`src/hw/bridge_pkg.sv`:
```
// Constants, modes and carriers shared by the serial bridge files
package bridge_pkg;

  localparam int unsigned CLK_HZ     = 125_000_000;
  localparam int unsigned BAUD_RESET = 115_200;
  localparam int unsigned BAUD_MIN   = 9_600;
  localparam int unsigned BAUD_MAX   = 921_600;

  // Clock cycles per bit; fastest rate rounds up, slowest rounds down
  localparam logic [15:0] DIV_RESET = 16'(CLK_HZ / BAUD_RESET);
  localparam logic [15:0] DIV_MIN   = 16'((CLK_HZ + BAUD_MAX - 1) / BAUD_MAX);
  localparam logic [15:0] DIV_MAX   = 16'(CLK_HZ / BAUD_MIN);

  localparam logic [2:0] LAST_DATA_BIT = 3'h7;

  // Register byte offsets
  localparam logic [11:0] MODE_OFFSET   = 12'h000;
  localparam logic [11:0] DIV_OFFSET    = 12'h004;
  localparam logic [11:0] STATUS_OFFSET = 12'h008;

  // Mode register bits
  localparam int unsigned MODE_CTS_DRIVE_BIT = 0;
  localparam int unsigned MODE_RTS_WATCH_BIT = 1;

  // Status register fields
  localparam int unsigned STAT_LEVEL_LSB   = 0;
  localparam int unsigned STAT_TX_BUSY_BIT = 16;
  localparam int unsigned STAT_RTS_BIT     = 17;
  localparam int unsigned STAT_SOCK_BIT    = 18;
  localparam int unsigned STAT_FULL_BIT    = 19;
  localparam int unsigned STAT_OVERRUN_BIT = 20;

  typedef enum logic [1:0] {
    HS_DISABLED = 2'h0,
    HS_RTS      = 2'h1,
    HS_CTS      = 2'h2,
    HS_RTSCTS   = 2'h3
  } hs_mode_e;

  typedef enum logic [3:0] {
    SER_IDLE  = 4'b0001,
    SER_START = 4'b0010,
    SER_DATA  = 4'b0100,
    SER_STOP  = 4'b1000
  } ser_state_e;

  typedef struct packed {
    hs_mode_e    mode;
    logic [15:0] divisor;
  } cfg_s;

  localparam cfg_s CFG_RESET = '{mode: HS_DISABLED, divisor: DIV_RESET};

  typedef struct packed {
    logic       valid;
    logic [7:0] data;
  } byte_s;

  function automatic logic [15:0] clamp_div(input logic [31:0] value);
    logic [15:0] result;
    result = DIV_RESET;
    if (value < 32'(DIV_MIN)) begin
      result = DIV_MIN;
    end else if (value > 32'(DIV_MAX)) begin
      result = DIV_MAX;
    end else begin
      result = value[15:0];
    end
    return result;
  endfunction : clamp_div

endpackage : bridge_pkg

```
`src/hw/serial_bridge.sv`:
```
// Board-side serial bridge with handshake modes and two host paths
// Contract
// - Reset: 115200 8N1, handshake ignored
// - Baud selectable from 9600 to 921600
// - Each handshake line switched independently
// - Deassert target CTS when buffer full
// - Stop sending while target RTS deasserted
// - Finish character already being shifted out
// - Without inbound handshake, ignore RTS level; code ignores RTS in disabled and rts modes, watches it in cts
// - Drive CTS only in rts, rtscts
// - Watch RTS only in cts, rtscts
// - Four modes: disabled, rts, cts, rtscts
// - Relay bytes both ways to active path
// - Socket path wins; USB then idle
// - Link: txd, rxd, RTS, CTS, enable
//
// The implementer's own choices: the register addresses and register access over APB.
module serial_bridge #(
  parameter int unsigned DEPTH = 16,
  parameter int unsigned AW    = 4
) (
  input  wire logic        pclk,
  input  wire logic        presetn,
  input  wire logic        psel,
  input  wire logic        penable,
  input  wire logic        pwrite,
  input  wire logic [11:0] paddr,
  input  wire logic [31:0] pwdata,
  output logic      [31:0] prdata,
  output logic             pready,
  output logic             pslverr,
  input  wire logic        tgt_txd,
  output logic             tgt_rxd,
  input  wire logic        tgt_rts_n,
  output logic             tgt_cts_n_o,
  output logic             tgt_cts_n_oe,
  input  wire logic        vcom_enable,
  input  wire logic        sock_connected,
  input  wire logic        usb_in_valid,
  input  wire logic [7:0]  usb_in_data,
  output logic             usb_in_ready,
  input  wire logic        sock_in_valid,
  input  wire logic [7:0]  sock_in_data,
  output logic             sock_in_ready,
  output logic             usb_out_valid,
  output logic [7:0]       usb_out_data,
  input  wire logic        usb_out_ready,
  output logic             sock_out_valid,
  output logic [7:0]       sock_out_data,
  input  wire logic        sock_out_ready
);
  bridge_pkg::cfg_s       cfg_ff;
  bridge_pkg::ser_state_e rx_state_ff;
  bridge_pkg::ser_state_e tx_state_ff;
  bridge_pkg::byte_s      hold_ff;
  bridge_pkg::byte_s      nxt_hold;
  logic          rxd_meta_ff;
  logic          rxd_sync_ff;
  logic          rts_meta_ff;
  logic          rts_sync_ff;
  logic          en_meta_ff;
  logic          en_sync_ff;
  logic [15:0]   rx_cnt_ff;
  logic [2:0]    rx_bit_ff;
  logic [7:0]    rx_shift_ff;
  logic [15:0]   tx_cnt_ff;
  logic [2:0]    tx_bit_ff;
  logic [7:0]    tx_shift_ff;
  logic [AW-1:0] wr_ptr_ff;
  logic [AW-1:0] rd_ptr_ff;
  logic [AW:0]   count_ff;
  logic          rd_pend_ff;
  logic          rd_sock_ff;
  logic          overrun_ff;
  logic [7:0]    ram_q;
  logic          apb_done;
  logic          apb_write;
  logic          addr_hit;
  logic          rx_push;
  logic          fifo_full;
  logic          out_busy;
  logic          out_take;
  logic          rd_issue;
  logic          host_accept;
  logic          tx_gate_open;
  logic          tx_launch;
  logic          rx_bit_end;
  logic          tx_bit_end;
  // APB access completes in the cycle pready is high
  assign apb_done  = psel && penable && pready;
  assign apb_write = apb_done && pwrite;
  assign addr_hit  = (paddr == bridge_pkg::MODE_OFFSET) || (paddr == bridge_pkg::DIV_OFFSET)
                     || (paddr == bridge_pkg::STATUS_OFFSET);
  // One wait state per access
  always_ff @(posedge pclk or negedge presetn) begin
    if (!presetn) begin
      pready  <= 1'b0;
      pslverr <= 1'b0;
    end else begin
      pready  <= psel && penable && !pready;
      pslverr <= psel && penable && !pready && !addr_hit;
    end
  end
  // Read data captured as pready rises
  always_ff @(posedge pclk or negedge presetn) begin
    if (!presetn) begin
      prdata <= '0;
    end else if (psel && penable && !pready) begin
      prdata <= '0;
      unique case (paddr)
        bridge_pkg::MODE_OFFSET: prdata[1:0] <= cfg_ff.mode;
        bridge_pkg::DIV_OFFSET: prdata[15:0] <= cfg_ff.divisor;
        bridge_pkg::STATUS_OFFSET: begin
          prdata[bridge_pkg::STAT_LEVEL_LSB +: AW+1] <= count_ff;
          prdata[bridge_pkg::STAT_TX_BUSY_BIT]       <= (tx_state_ff != bridge_pkg::SER_IDLE);
          prdata[bridge_pkg::STAT_RTS_BIT]           <= !rts_sync_ff;
          prdata[bridge_pkg::STAT_SOCK_BIT]          <= sock_connected;
          prdata[bridge_pkg::STAT_FULL_BIT]          <= fifo_full;
          prdata[bridge_pkg::STAT_OVERRUN_BIT]       <= overrun_ff;
        end
        default: prdata <= '0;
      endcase
    end
  end
  // Configuration; reset gives 115200 baud and handshake off
  always_ff @(posedge pclk or negedge presetn) begin
    if (!presetn) begin
      cfg_ff <= bridge_pkg::CFG_RESET;
    end else if (apb_write && paddr == bridge_pkg::MODE_OFFSET) begin
      cfg_ff.mode <= bridge_pkg::hs_mode_e'(pwdata[1:0]);
    end else if (apb_write && paddr == bridge_pkg::DIV_OFFSET) begin
      cfg_ff.divisor <= bridge_pkg::clamp_div(pwdata);
    end
  end
  // Pin synchronisers
  always_ff @(posedge pclk or negedge presetn) begin
    if (!presetn) begin
      rxd_meta_ff <= 1'b1;
      rxd_sync_ff <= 1'b1;
      rts_meta_ff <= 1'b1;
      rts_sync_ff <= 1'b1;
      en_meta_ff  <= 1'b0;
      en_sync_ff  <= 1'b0;
    end else begin
      rxd_meta_ff <= tgt_txd;
      rxd_sync_ff <= rxd_meta_ff;
      rts_meta_ff <= tgt_rts_n;
      rts_sync_ff <= rts_meta_ff;
      en_meta_ff  <= vcom_enable;
      en_sync_ff  <= en_meta_ff;
    end
  end
  // Receiver from target, 8N1, sampled mid-bit
  assign rx_bit_end = (rx_cnt_ff == '0);
  assign fifo_full  = (count_ff == (AW+1)'(DEPTH));
  assign rx_push    = (rx_state_ff == bridge_pkg::SER_STOP) && rx_bit_end && rxd_sync_ff
                      && !fifo_full;
  always_ff @(posedge pclk or negedge presetn) begin
    if (!presetn) begin
      rx_state_ff <= bridge_pkg::SER_IDLE;
      rx_cnt_ff   <= '0;
      rx_bit_ff   <= '0;
      rx_shift_ff <= '0;
    end else begin
      unique case (rx_state_ff)
        bridge_pkg::SER_IDLE: begin
          if (en_sync_ff && !rxd_sync_ff) begin
            rx_state_ff <= bridge_pkg::SER_START;
            rx_cnt_ff   <= cfg_ff.divisor >> 1;
          end
        end
        bridge_pkg::SER_START: begin
          if (!rx_bit_end) begin
            rx_cnt_ff <= rx_cnt_ff - 16'h0001;
          end else if (rxd_sync_ff) begin
            rx_state_ff <= bridge_pkg::SER_IDLE;
          end else begin
            rx_state_ff <= bridge_pkg::SER_DATA;
            rx_cnt_ff   <= cfg_ff.divisor - 16'h0001;
            rx_bit_ff   <= '0;
          end
        end
        bridge_pkg::SER_DATA: begin
          if (!rx_bit_end) begin
            rx_cnt_ff <= rx_cnt_ff - 16'h0001;
          end else begin
            rx_shift_ff <= {rxd_sync_ff, rx_shift_ff[7:1]};
            rx_cnt_ff   <= cfg_ff.divisor - 16'h0001;
            rx_bit_ff   <= rx_bit_ff + 3'h1;
            if (rx_bit_ff == bridge_pkg::LAST_DATA_BIT) begin
              rx_state_ff <= bridge_pkg::SER_STOP;
            end
          end
        end
        bridge_pkg::SER_STOP: begin
          if (!rx_bit_end) begin
            rx_cnt_ff <= rx_cnt_ff - 16'h0001;
          end else begin
            rx_state_ff <= bridge_pkg::SER_IDLE;
          end
        end
        default: rx_state_ff <= bridge_pkg::SER_IDLE;
      endcase
    end
  end
  // Overrun sticky; new event wins over write-one clear
  always_ff @(posedge pclk or negedge presetn) begin
    if (!presetn) begin
      overrun_ff <= 1'b0;
    end else if ((rx_state_ff == bridge_pkg::SER_STOP) && rx_bit_end && rxd_sync_ff
                 && fifo_full) begin
      overrun_ff <= 1'b1;
    end else if (apb_write && paddr == bridge_pkg::STATUS_OFFSET
                 && pwdata[bridge_pkg::STAT_OVERRUN_BIT]) begin
      overrun_ff <= 1'b0;
    end
  end
  // Receive buffer toward the host
  assign out_busy = usb_out_valid || sock_out_valid || rd_pend_ff;
  assign out_take = (usb_out_valid && usb_out_ready) || (sock_out_valid && sock_out_ready);
  assign rd_issue = (count_ff != '0) && !rd_pend_ff && (!out_busy || out_take);
  bridge_ram #(.WIDTH (8), .DEPTH (DEPTH), .AW (AW)) i_bridge_ram (
    .clk   (pclk),
    .rst_n (presetn),
    .we    (rx_push),
    .waddr (wr_ptr_ff),
    .wdata (rx_shift_ff),
    .raddr (rd_ptr_ff),
    .rdata (ram_q)
  );
  always_ff @(posedge pclk or negedge presetn) begin
    if (!presetn) begin
      wr_ptr_ff <= '0;
      rd_ptr_ff <= '0;
      count_ff  <= '0;
    end else begin
      wr_ptr_ff <= wr_ptr_ff + AW'(rx_push);
      rd_ptr_ff <= rd_ptr_ff + AW'(rd_issue);
      count_ff <= count_ff + (AW+1)'(rx_push) - (AW+1)'(rd_issue);
    end
  end
  // Output byte goes to the socket when connected, else USB
  always_ff @(posedge pclk or negedge presetn) begin
    if (!presetn) begin
      rd_pend_ff     <= 1'b0;
      rd_sock_ff     <= 1'b0;
      usb_out_valid  <= 1'b0;
      sock_out_valid <= 1'b0;
      usb_out_data   <= '0;
      sock_out_data  <= '0;
    end else begin
      rd_pend_ff <= rd_issue;
      rd_sock_ff <= rd_issue ? sock_connected : rd_sock_ff;
      if (usb_out_valid && usb_out_ready) begin
        usb_out_valid <= 1'b0;
      end
      if (sock_out_valid && sock_out_ready) begin
        sock_out_valid <= 1'b0;
      end
      if (rd_pend_ff && rd_sock_ff) begin
        sock_out_valid <= 1'b1;
        sock_out_data  <= ram_q;
      end else if (rd_pend_ff) begin
        usb_out_valid <= 1'b1;
        usb_out_data  <= ram_q;
      end
    end
  end
  // Target CTS: driven only in rts and rtscts, deasserted when full
  always_ff @(posedge pclk or negedge presetn) begin
    if (!presetn) begin
      tgt_cts_n_oe <= 1'b0;
      tgt_cts_n_o  <= 1'b1;
    end else begin
      tgt_cts_n_oe <= cfg_ff.mode[bridge_pkg::MODE_CTS_DRIVE_BIT];
      tgt_cts_n_o  <= fifo_full || !cfg_ff.mode[bridge_pkg::MODE_CTS_DRIVE_BIT];
    end
  end
  // Host to target holding byte; only the active path is accepted
  assign host_accept = sock_connected ? (sock_in_valid && sock_in_ready)
                                      : (usb_in_valid && usb_in_ready);
  assign tx_gate_open = !cfg_ff.mode[bridge_pkg::MODE_RTS_WATCH_BIT]
                        || !rts_sync_ff;
  assign tx_launch    = (tx_state_ff == bridge_pkg::SER_IDLE) && hold_ff.valid && en_sync_ff
                        && tx_gate_open;
  always_comb begin
    nxt_hold = hold_ff;
    if (tx_launch) begin
      nxt_hold.valid = 1'b0;
    end
    if (host_accept) begin
      nxt_hold.valid = 1'b1;
      nxt_hold.data  = sock_connected ? sock_in_data : usb_in_data;
    end
  end
  always_ff @(posedge pclk or negedge presetn) begin
    if (!presetn) begin
      hold_ff       <= '0;
      usb_in_ready  <= 1'b0;
      sock_in_ready <= 1'b0;
    end else begin
      hold_ff       <= nxt_hold;
      usb_in_ready  <= !nxt_hold.valid && !sock_connected;
      sock_in_ready <= !nxt_hold.valid && sock_connected;
    end
  end
  // Transmitter toward target; a started frame always completes
  assign tx_bit_end = (tx_cnt_ff == '0);
  always_ff @(posedge pclk or negedge presetn) begin
    if (!presetn) begin
      tx_state_ff <= bridge_pkg::SER_IDLE;
      tx_cnt_ff   <= '0;
      tx_bit_ff   <= '0;
      tx_shift_ff <= '0;
      tgt_rxd     <= 1'b1;
    end else begin
      unique case (tx_state_ff)
        bridge_pkg::SER_IDLE: begin
          tgt_rxd <= 1'b1;
          if (tx_launch) begin
            tx_state_ff <= bridge_pkg::SER_START;
            tx_shift_ff <= hold_ff.data;
            tx_cnt_ff   <= cfg_ff.divisor - 16'h0001;
            tgt_rxd     <= 1'b0;
          end
        end
        bridge_pkg::SER_START: begin
          if (!tx_bit_end) begin
            tx_cnt_ff <= tx_cnt_ff - 16'h0001;
          end else begin
            tx_state_ff <= bridge_pkg::SER_DATA;
            tx_cnt_ff   <= cfg_ff.divisor - 16'h0001;
            tx_bit_ff   <= '0;
            tgt_rxd     <= tx_shift_ff[0];
            tx_shift_ff <= {1'b1, tx_shift_ff[7:1]};
          end
        end
        bridge_pkg::SER_DATA: begin
          if (!tx_bit_end) begin
            tx_cnt_ff <= tx_cnt_ff - 16'h0001;
          end else begin
            tx_cnt_ff <= cfg_ff.divisor - 16'h0001;
            tx_bit_ff <= tx_bit_ff + 3'h1;
            if (tx_bit_ff == bridge_pkg::LAST_DATA_BIT) begin
              tx_state_ff <= bridge_pkg::SER_STOP;
              tgt_rxd     <= 1'b1;
            end else begin
              tgt_rxd     <= tx_shift_ff[0];
              tx_shift_ff <= {1'b1, tx_shift_ff[7:1]};
            end
          end
        end
        bridge_pkg::SER_STOP: begin
          if (!tx_bit_end) begin
            tx_cnt_ff <= tx_cnt_ff - 16'h0001;
          end else begin
            tx_state_ff <= bridge_pkg::SER_IDLE;
          end
        end
        default: tx_state_ff <= bridge_pkg::SER_IDLE;
      endcase
    end
  end

endmodule : serial_bridge

```
`src/hw/bridge_ram.sv`:
```
// Receive buffer storage with registered read data
module bridge_ram #(
  parameter int unsigned WIDTH = 8,
  parameter int unsigned DEPTH = 16,
  parameter int unsigned AW    = 4
) (
  input  wire logic             clk,
  input  wire logic             rst_n,
  input  wire logic             we,
  input  wire logic [AW-1:0]    waddr,
  input  wire logic [WIDTH-1:0] wdata,
  input  wire logic [AW-1:0]    raddr,
  output logic      [WIDTH-1:0] rdata
);

  logic [WIDTH-1:0] mem [DEPTH];

  always_ff @(posedge clk) begin
    if (we) begin
      mem[waddr] <= wdata;
    end
  end

  always_ff @(posedge clk or negedge rst_n) begin
    if (!rst_n) begin
      rdata <= '0;
    end else begin
      rdata <= mem[raddr];
    end
  end

endmodule : bridge_ram

```
`config.mk`:
```
export PLATFORM = sky130hd
export DESIGN_NAME = serial_bridge
export DESIGN_NICKNAME = d
export VERILOG_FILES = /design/src/hw/bridge_pkg.sv /design/src/hw/serial_bridge.sv /design/src/hw/bridge_ram.sv
export SDC_FILE = /design/constraint.sdc
export NUM_CORES = 1
export LEC_CHECK = 0
export BUFFER_PORTS_ARGS = -buffer_cell sky130_fd_sc_hd__buf_2
export CAP_MARGIN = 25
export CORE_ASPECT_RATIO = 0.8
export CORE_UTILIZATION = 54
export DETAILED_ROUTE_END_ITERATION = 10
export GPL_TIMING_DRIVEN = 1
export PLACE_DENSITY = 0.76
export SKIP_LAST_GASP = 1
export SLEW_MARGIN = 20
export SYNTH_ARGS = -nofsm -noshare
export SYNTH_HDL_FRONTEND = slang
export SYNTH_SLANG_ARGS = --single-unit
export TNS_END_PERCENT = 50
```
`constraint.sdc`:
```
create_clock -name pclk -period 3.2 [get_ports pclk]
set_clock_uncertainty 0.15 [all_clocks]
set_input_delay 0.64 -clock pclk [delete_from_list [all_inputs] [get_ports pclk]]
set_output_delay 0.64 -clock pclk [all_outputs]
set_load 0.02 [all_outputs]
```
; ---- After elaboration in Yosys (flattened, before gate mapping)
; Memories as Yosys holds them, arrays and structs flattened. A register that Yosys moved wholly into a read port is not among the register bits.
; Cells that the tools add are included.
[totals]
register_bits = 157
ram_bits = 128
in_bits = 73
output_inout_bits = 57
word_cells = 207
n_memories = 1
[memory_table]
columns = memory, words, word_bits, read_ports, rd_clocked_by_memory_dff, wr, line
row1 = i_bridge_ram.mem, 16, 8, 1, 1, 1, bridge_ram.sv:16  ; logic [WIDTH-1:0] mem [DEPTH];
[classes]
addsub = 9
magnitude_cmp = 2
n_eq_ne = 29
n_mux = 59
bitwise_logic = 2
reduce_logical = 69
[op_table]
columns = op, count
row1 = $mux W16, 10
row2 = $pmux W16 S4, 1
row3 = $pmux W16 S3, 1
row4 = $sub A16 B1 Y16 const B, 3
row5 = $mux W4, 10
row6 = $mux W8, 5
row7 = $gt A32 B14 Y1 const B, 1
row8 = $logic_not A16 Y1, 2
row9 = $lt A32 B8 Y1 const B, 1
row10 = $pmux W4 S4, 2
row11 = $ne A2 B2 Y1 const B, 14
row12 = $logic_and A1 B1 Y1, 26
row13 = $pmux W8 S3, 1
row14 = $mux W3, 6
row15 = $pmux W3 S2, 3
row16 = $mux W1, 15
row17 = $reduce_and A5 Y1, 3
row18 = $eq A12 B3 Y1 const B, 1
row19 = $eq A12 B4 Y1 const B, 1
row20 = $logic_not A1 Y1, 12
row21 = $logic_not A12 Y1, 1
row22 = $mux W11, 1
row23 = $mux W9, 1
row24 = $reduce_and A3 Y1, 3
row25 = other kinds (24), 46

; ---- Longest topological paths before layout
[logic_depth]
word_depth = 8
mapped_depth = 15
depth_no_buf = 14

; ---- Modules after synthesis
; Synthesis repeated with hierarchy kept, for this count alone.
[hier_totals]
cells_unflattened = 1046
hier_area_um2 = 13225.2
[modules_own_cells]
columns = module, instances, cells_each, area_each_um2
row1 = serial_bridge, 1, 817, 8037.7
row2 = bridge_ram, 1, 229, 5187.5

; ---- Worst setup path after synthesis
; OpenSTA, ideal clock, no wires.
[synth_path]
kind = flip-flop to flip-flop
from = register rx_cnt_ff[0]
to = memory i_bridge_ram.mem[0][0], enable pin
setup_ns = 0.383
arrival_time_ns = 2.918
setup_slack_ns = -0.252
stages_incl_launch_ff = 10
path_buffers = 1
cell_sequence = dfrtp_1 inv_1 ha_1 or4b_4 or3_1 buf_6 nor3_1 nand4_1 or3_1 nor3_1
[synth_between]
elab_chain_cells = 6
[synth_lines]
columns = element, line
row1 = from (decl), serial_bridge.sv:63  ; logic [15:0] rx_cnt_ff;
row2 = from (signal assigned), serial_bridge.sv:169  ; rx_cnt_ff <= cfg_ff.divisor >> 1;
row3 = from (signal assigned), serial_bridge.sv:174  ; rx_cnt_ff <= rx_cnt_ff - 16'h0001;
row4 = from (signal assigned), serial_bridge.sv:179  ; rx_cnt_ff <= cfg_ff.divisor - 16'h0001;
row5 = $logic_not A16 Y1, serial_bridge.sv:154  ; assign rx_bit_end = (rx_cnt_ff == '0);
row6 = $logic_and A1 B1 Y1 (2 in a row), serial_bridge.sv:156  ; assign rx_push = (rx_state_ff == bridge_pkg::SER_STOP) && rx_bit_end && rxd_sync_ff
row7 = $logic_and A1 B1 Y1, serial_bridge.sv:157  ; && !fifo_full;
row8 = $mux W1, bridge_ram.sv:19  ; if (we) begin
row9 = $mux W1 (implied by the code), bridge_ram.sv:20  ; mem[waddr] <= wdata;
row10 = to (decl), bridge_ram.sv:16
; No other way between the ends.

; ---- Final worst setup path
[layout_path]
from = register rx_cnt_ff[1]
to = register count_ff[4]
[layout_between]
elab_chain_cells = 6
[layout_lines]
columns = element, line
row1 = $logic_not A16 Y1, serial_bridge.sv:154
row2 = $logic_and A1 B1 Y1 (2 in a row), serial_bridge.sv:156
row3 = $logic_and A1 B1 Y1, serial_bridge.sv:157
row4 = $add A5 B1 Y5, serial_bridge.sv:239  ; count_ff <= count_ff + (AW+1)'(rx_push) - (AW+1)'(rd_issue);
row5 = $sub A5 B1 Y5, serial_bridge.sv:239
row6 = to (signal assigned), serial_bridge.sv:239
row7 = to (decl), serial_bridge.sv:71  ; logic [AW:0] count_ff;
; No other way between the ends.
; A chain may end at the register's enable or synchronous reset.

==> impl_metrics.yaml <==
sta:
  hold_viol: 0
  fmax_ghz: 0.309
  worst_slew_pin_slew_ns: 0.786
  worst_slack_ns: -0.0392
  slew_headroom: 0.475
  min_period_ns: 3.24
  setup_viol: 2
  setup_tns_ns: -0.0716
  report.final.slew_viol_count: 0
  fin_crit_sh: 1.01
  rsz0062_at_grt: "yes"
grt:
  grt_pass1_vias: 9170
  overflow: 0
  antenna_found_initial: 0
  grt_max_degree: 67
  track_usage: 0.252
  grt_pass1_wl_mm: 49.6
yosys:
  synthTopCellsByArea: "edfxtp_1 29%, dfrtp_1 28%, mux2i_1 3.4%"
  yosysTopAreaCell: "edfxtp_1"
  avgSynthCellArea_sq_um: 12.0
  dominantRegCellSynth: "dfrtp_1"
  ys_async_sr_fraction: 0.563
  synthMostInstantiatedCell: "dfrtp_1"
  syn_inst: 1110
  synth_seq_area_share: 0.599
  ys_types: 77
  yosysWarnings: 0
  ys_seq_elements: 293
  synthTopCellsByCount: "151 x dfrtp_1, 128 x edfxtp_1, 101 x nand2_1"
  synth_area_sq_um: 13300
  synth-edff-count: 128
  synth_top_area_frac: 0.288
floorplan:
  initial_core_util: 0.549
  row_count: 51
  core_sq_um: 24300
  die_y_um: 143
  die-area_sq_um: 25400
  die_w_um: 178
  io_pins: 130
detailed_routing:
  wl_per_cell_um: 19.1
  post_drt_via_cell_ratio: 5.98
  drc_errors: 0
  wirelength_mm: 30.9
  firstDrtPassIters: 5
  vias: 9677
  drtIter0Drc: 941
  ant_nets: 0
clock_tree:
  clockBufferDepth: 3
  cts_sinks: 293
  cts_tree: "done"
  cts-root-buf: "clkbuf_16"
  clock_latency_ns: 0.54
  clkTransAtPathRegs_ns: 0.06
  cts_inserted_buffers: 29
  cts.htree.levels: 1
place:
  port_buffers: 118
  dp_hpwl_mm: 21.1
  gp_congestion: 0.880
worst_setup_path:
  crit_type: "flip-flop to flip-flop"
  crit_arrival_ns: 3.56
  cp.required_ns: 3.52
  r2r-start: "rx_cnt_ff[1]"
  reg2reg_slack_ns: -0.04
  r2r_end: "count_ff[4]"
  ff2ff_path_depth: 14
  cp_max_fo: 2
  critPathLaunchType: "flip-flop"
  end_kind: "flip-flop"
final_layout:
  postLayoutCoreUtil: 0.645
  n_fill_cell: 1800
  regArea_sq_um: 7990
  finalNetCount: 1369
  multiInputGateArea_sq_um: 5090
  n_antenna_cell: 0
  syn_to_final_growth_pct: 17.5
  layout-drive-gt1-share: 0.255
hold_path:
  min_from: "tgt_rts_n"
  min_to: "rts_meta_ff"
  whs_path_depth: 1
  hold_path_class: "input pin to flip-flop"
power_and_ir_drop:
  power_frac_seq: 0.419
  internal-power_mw: 7.65
  power_mw: 11.3
  clock_power_share: 0.293
  p_per_area_nw_per_um2: 722
  ir_drop_mv: 0.489
  power_frac_comb: 0.288
  power_leakage_nw: 6.67
  p_switching_mw: 3.67
  switching_share: 0.324
job:
  drv_cap: 0
status:
  status: "finished, violations left"
  violations: "negative setup slack"
-- flip-flops by register name (all words and copies together) (netlist names), 3 cells and up --
signal              flops
cfg_ff                 18
count_ff                5
hold_ff                 9
i_bridge_ram.mem      128
i_bridge_ram.rdata      8
prdata                 21
rd_ptr_ff               4
rx_bit_ff               3
rx_cnt_ff              16
rx_shift_ff             8
rx_state_ff             4
sock_out_data           8
tx_bit_ff               3
tx_cnt_ff              16
tx_shift_ff             8
tx_state_ff             4
usb_out_data            8
wr_ptr_ff               4
-- worst max-delay path, cell delays in order, from the launching register on --
cell	delay (ns)
dfrtp_1	0.40
inv_2	0.09
ha_4	0.13
or4b_4	0.45
or3_4	0.36
nor3_4	0.13
nand4_1	0.14
ha_1	0.32
inv_1	0.04
ha_2	0.18
fa_2	0.36
a21oi_2	0.14
nor2_1	0.05
nor2_1	0.11
xnor2_1	0.12
-- cell families after synthesis --
group,after synthesis,share of synthesized area
and+or+nand+nor,370,0.136
xor gates and xnor gates,22,0.0144
muxes,96,0.0902
AOI/OAI and AO/OA,223,0.113
other,1,0.000281
buffers and inverters,86,0.0292
adders and majority gates,19,0.0184
DFF,293,0.599
-- stage by stage --
step           cells  instance area (sq um)  hold WS [ns]  setup WS (ns)
6_report        1617                  15700        0.0450        -0.0392
5_1_grt         1617                  15700        0.0255         -0.207
4_1_cts         1614                  15600        0.0264        -0.0610
3_5_place_dp    1559                  14700         0.186         -0.149
3_3_place_gp    1559                  14700         0.192        -0.0973
2_1_floorplan   1120                  13400         0.181         -0.143
-- power by group through the flow --
stage / clock [mW] / combinational, mW / sequential (mW)
after floorplan: 0 / 2.09 / 4.83
after global placement: 0 / 3.04 / 4.79
after detailed placement: 0 / 3.16 / 4.80
after CTS: 3.38 / 3.19 / 4.74
after global routing: 3.56 / 3.60 / 4.80
final: 3.32 / 3.26 / 4.74
-- cells in the final DEF, fill, tap and decap left out, drive strengths merged, types with 11 or more instances in the layout --
cell type,instances
nand2,101
conb,11
clkinv,16
nor2,95
a221oi,20
edfxtp,128
o21ai,77
dfstp,14
a21oi,38
nor3,38
ha,18
mux2,34
xor2,12
dfrtp,151
inv,26
buf,186
nand3,33
nor4,16
clkbuf,29
mux2i,46
nor2b,22
mux4,16
-- routing by layer --
layer,up-vias,GRT usage,share of wire
li1,4437,-,-
met1,4766,0.397,0.46
met2,446,0.372,0.45
met3,28,0.0370,0.084
met4,0,0.0495,0.012
met5,-,0,0
-- worst max-delay path by stage --
stage | from | to | slack, ns | cells past startpoint
floorplan | rx_cnt_ff[0] | count_ff[4] | -0.14 | 15
global placement | rx_cnt_ff[1] | count_ff[4] | -0.1 | 14
detailed placement | rx_cnt_ff[1] | count_ff[4] | -0.15 | 14
CTS | rx_cnt_ff[1] | count_ff[4] | -0.06 | 14
global route | rx_cnt_ff[1] | count_ff[4] | -0.21 | 14
finish | rx_cnt_ff[1] | count_ff[4] | -0.04 | 14
-- layout make-up --
cell class,count,share of cell area
clock buffer,29,0.0463
clock inverter,24,0.0131
inverter,25,0.00598
multi-input combinational,741,0.325
sequential,293,0.509
tap,318,0.0254
timing repair buffer,187,0.0751
-- timing repair --
action	CTS	global route
setup endpoints to repair	2	131
buffers inserted	1	4
hold buffers	1	0
pin swaps	4	4
endpoints found under the hold margin	55	0
resized for setup	2	9
Power figures use the tool's default switching activity.
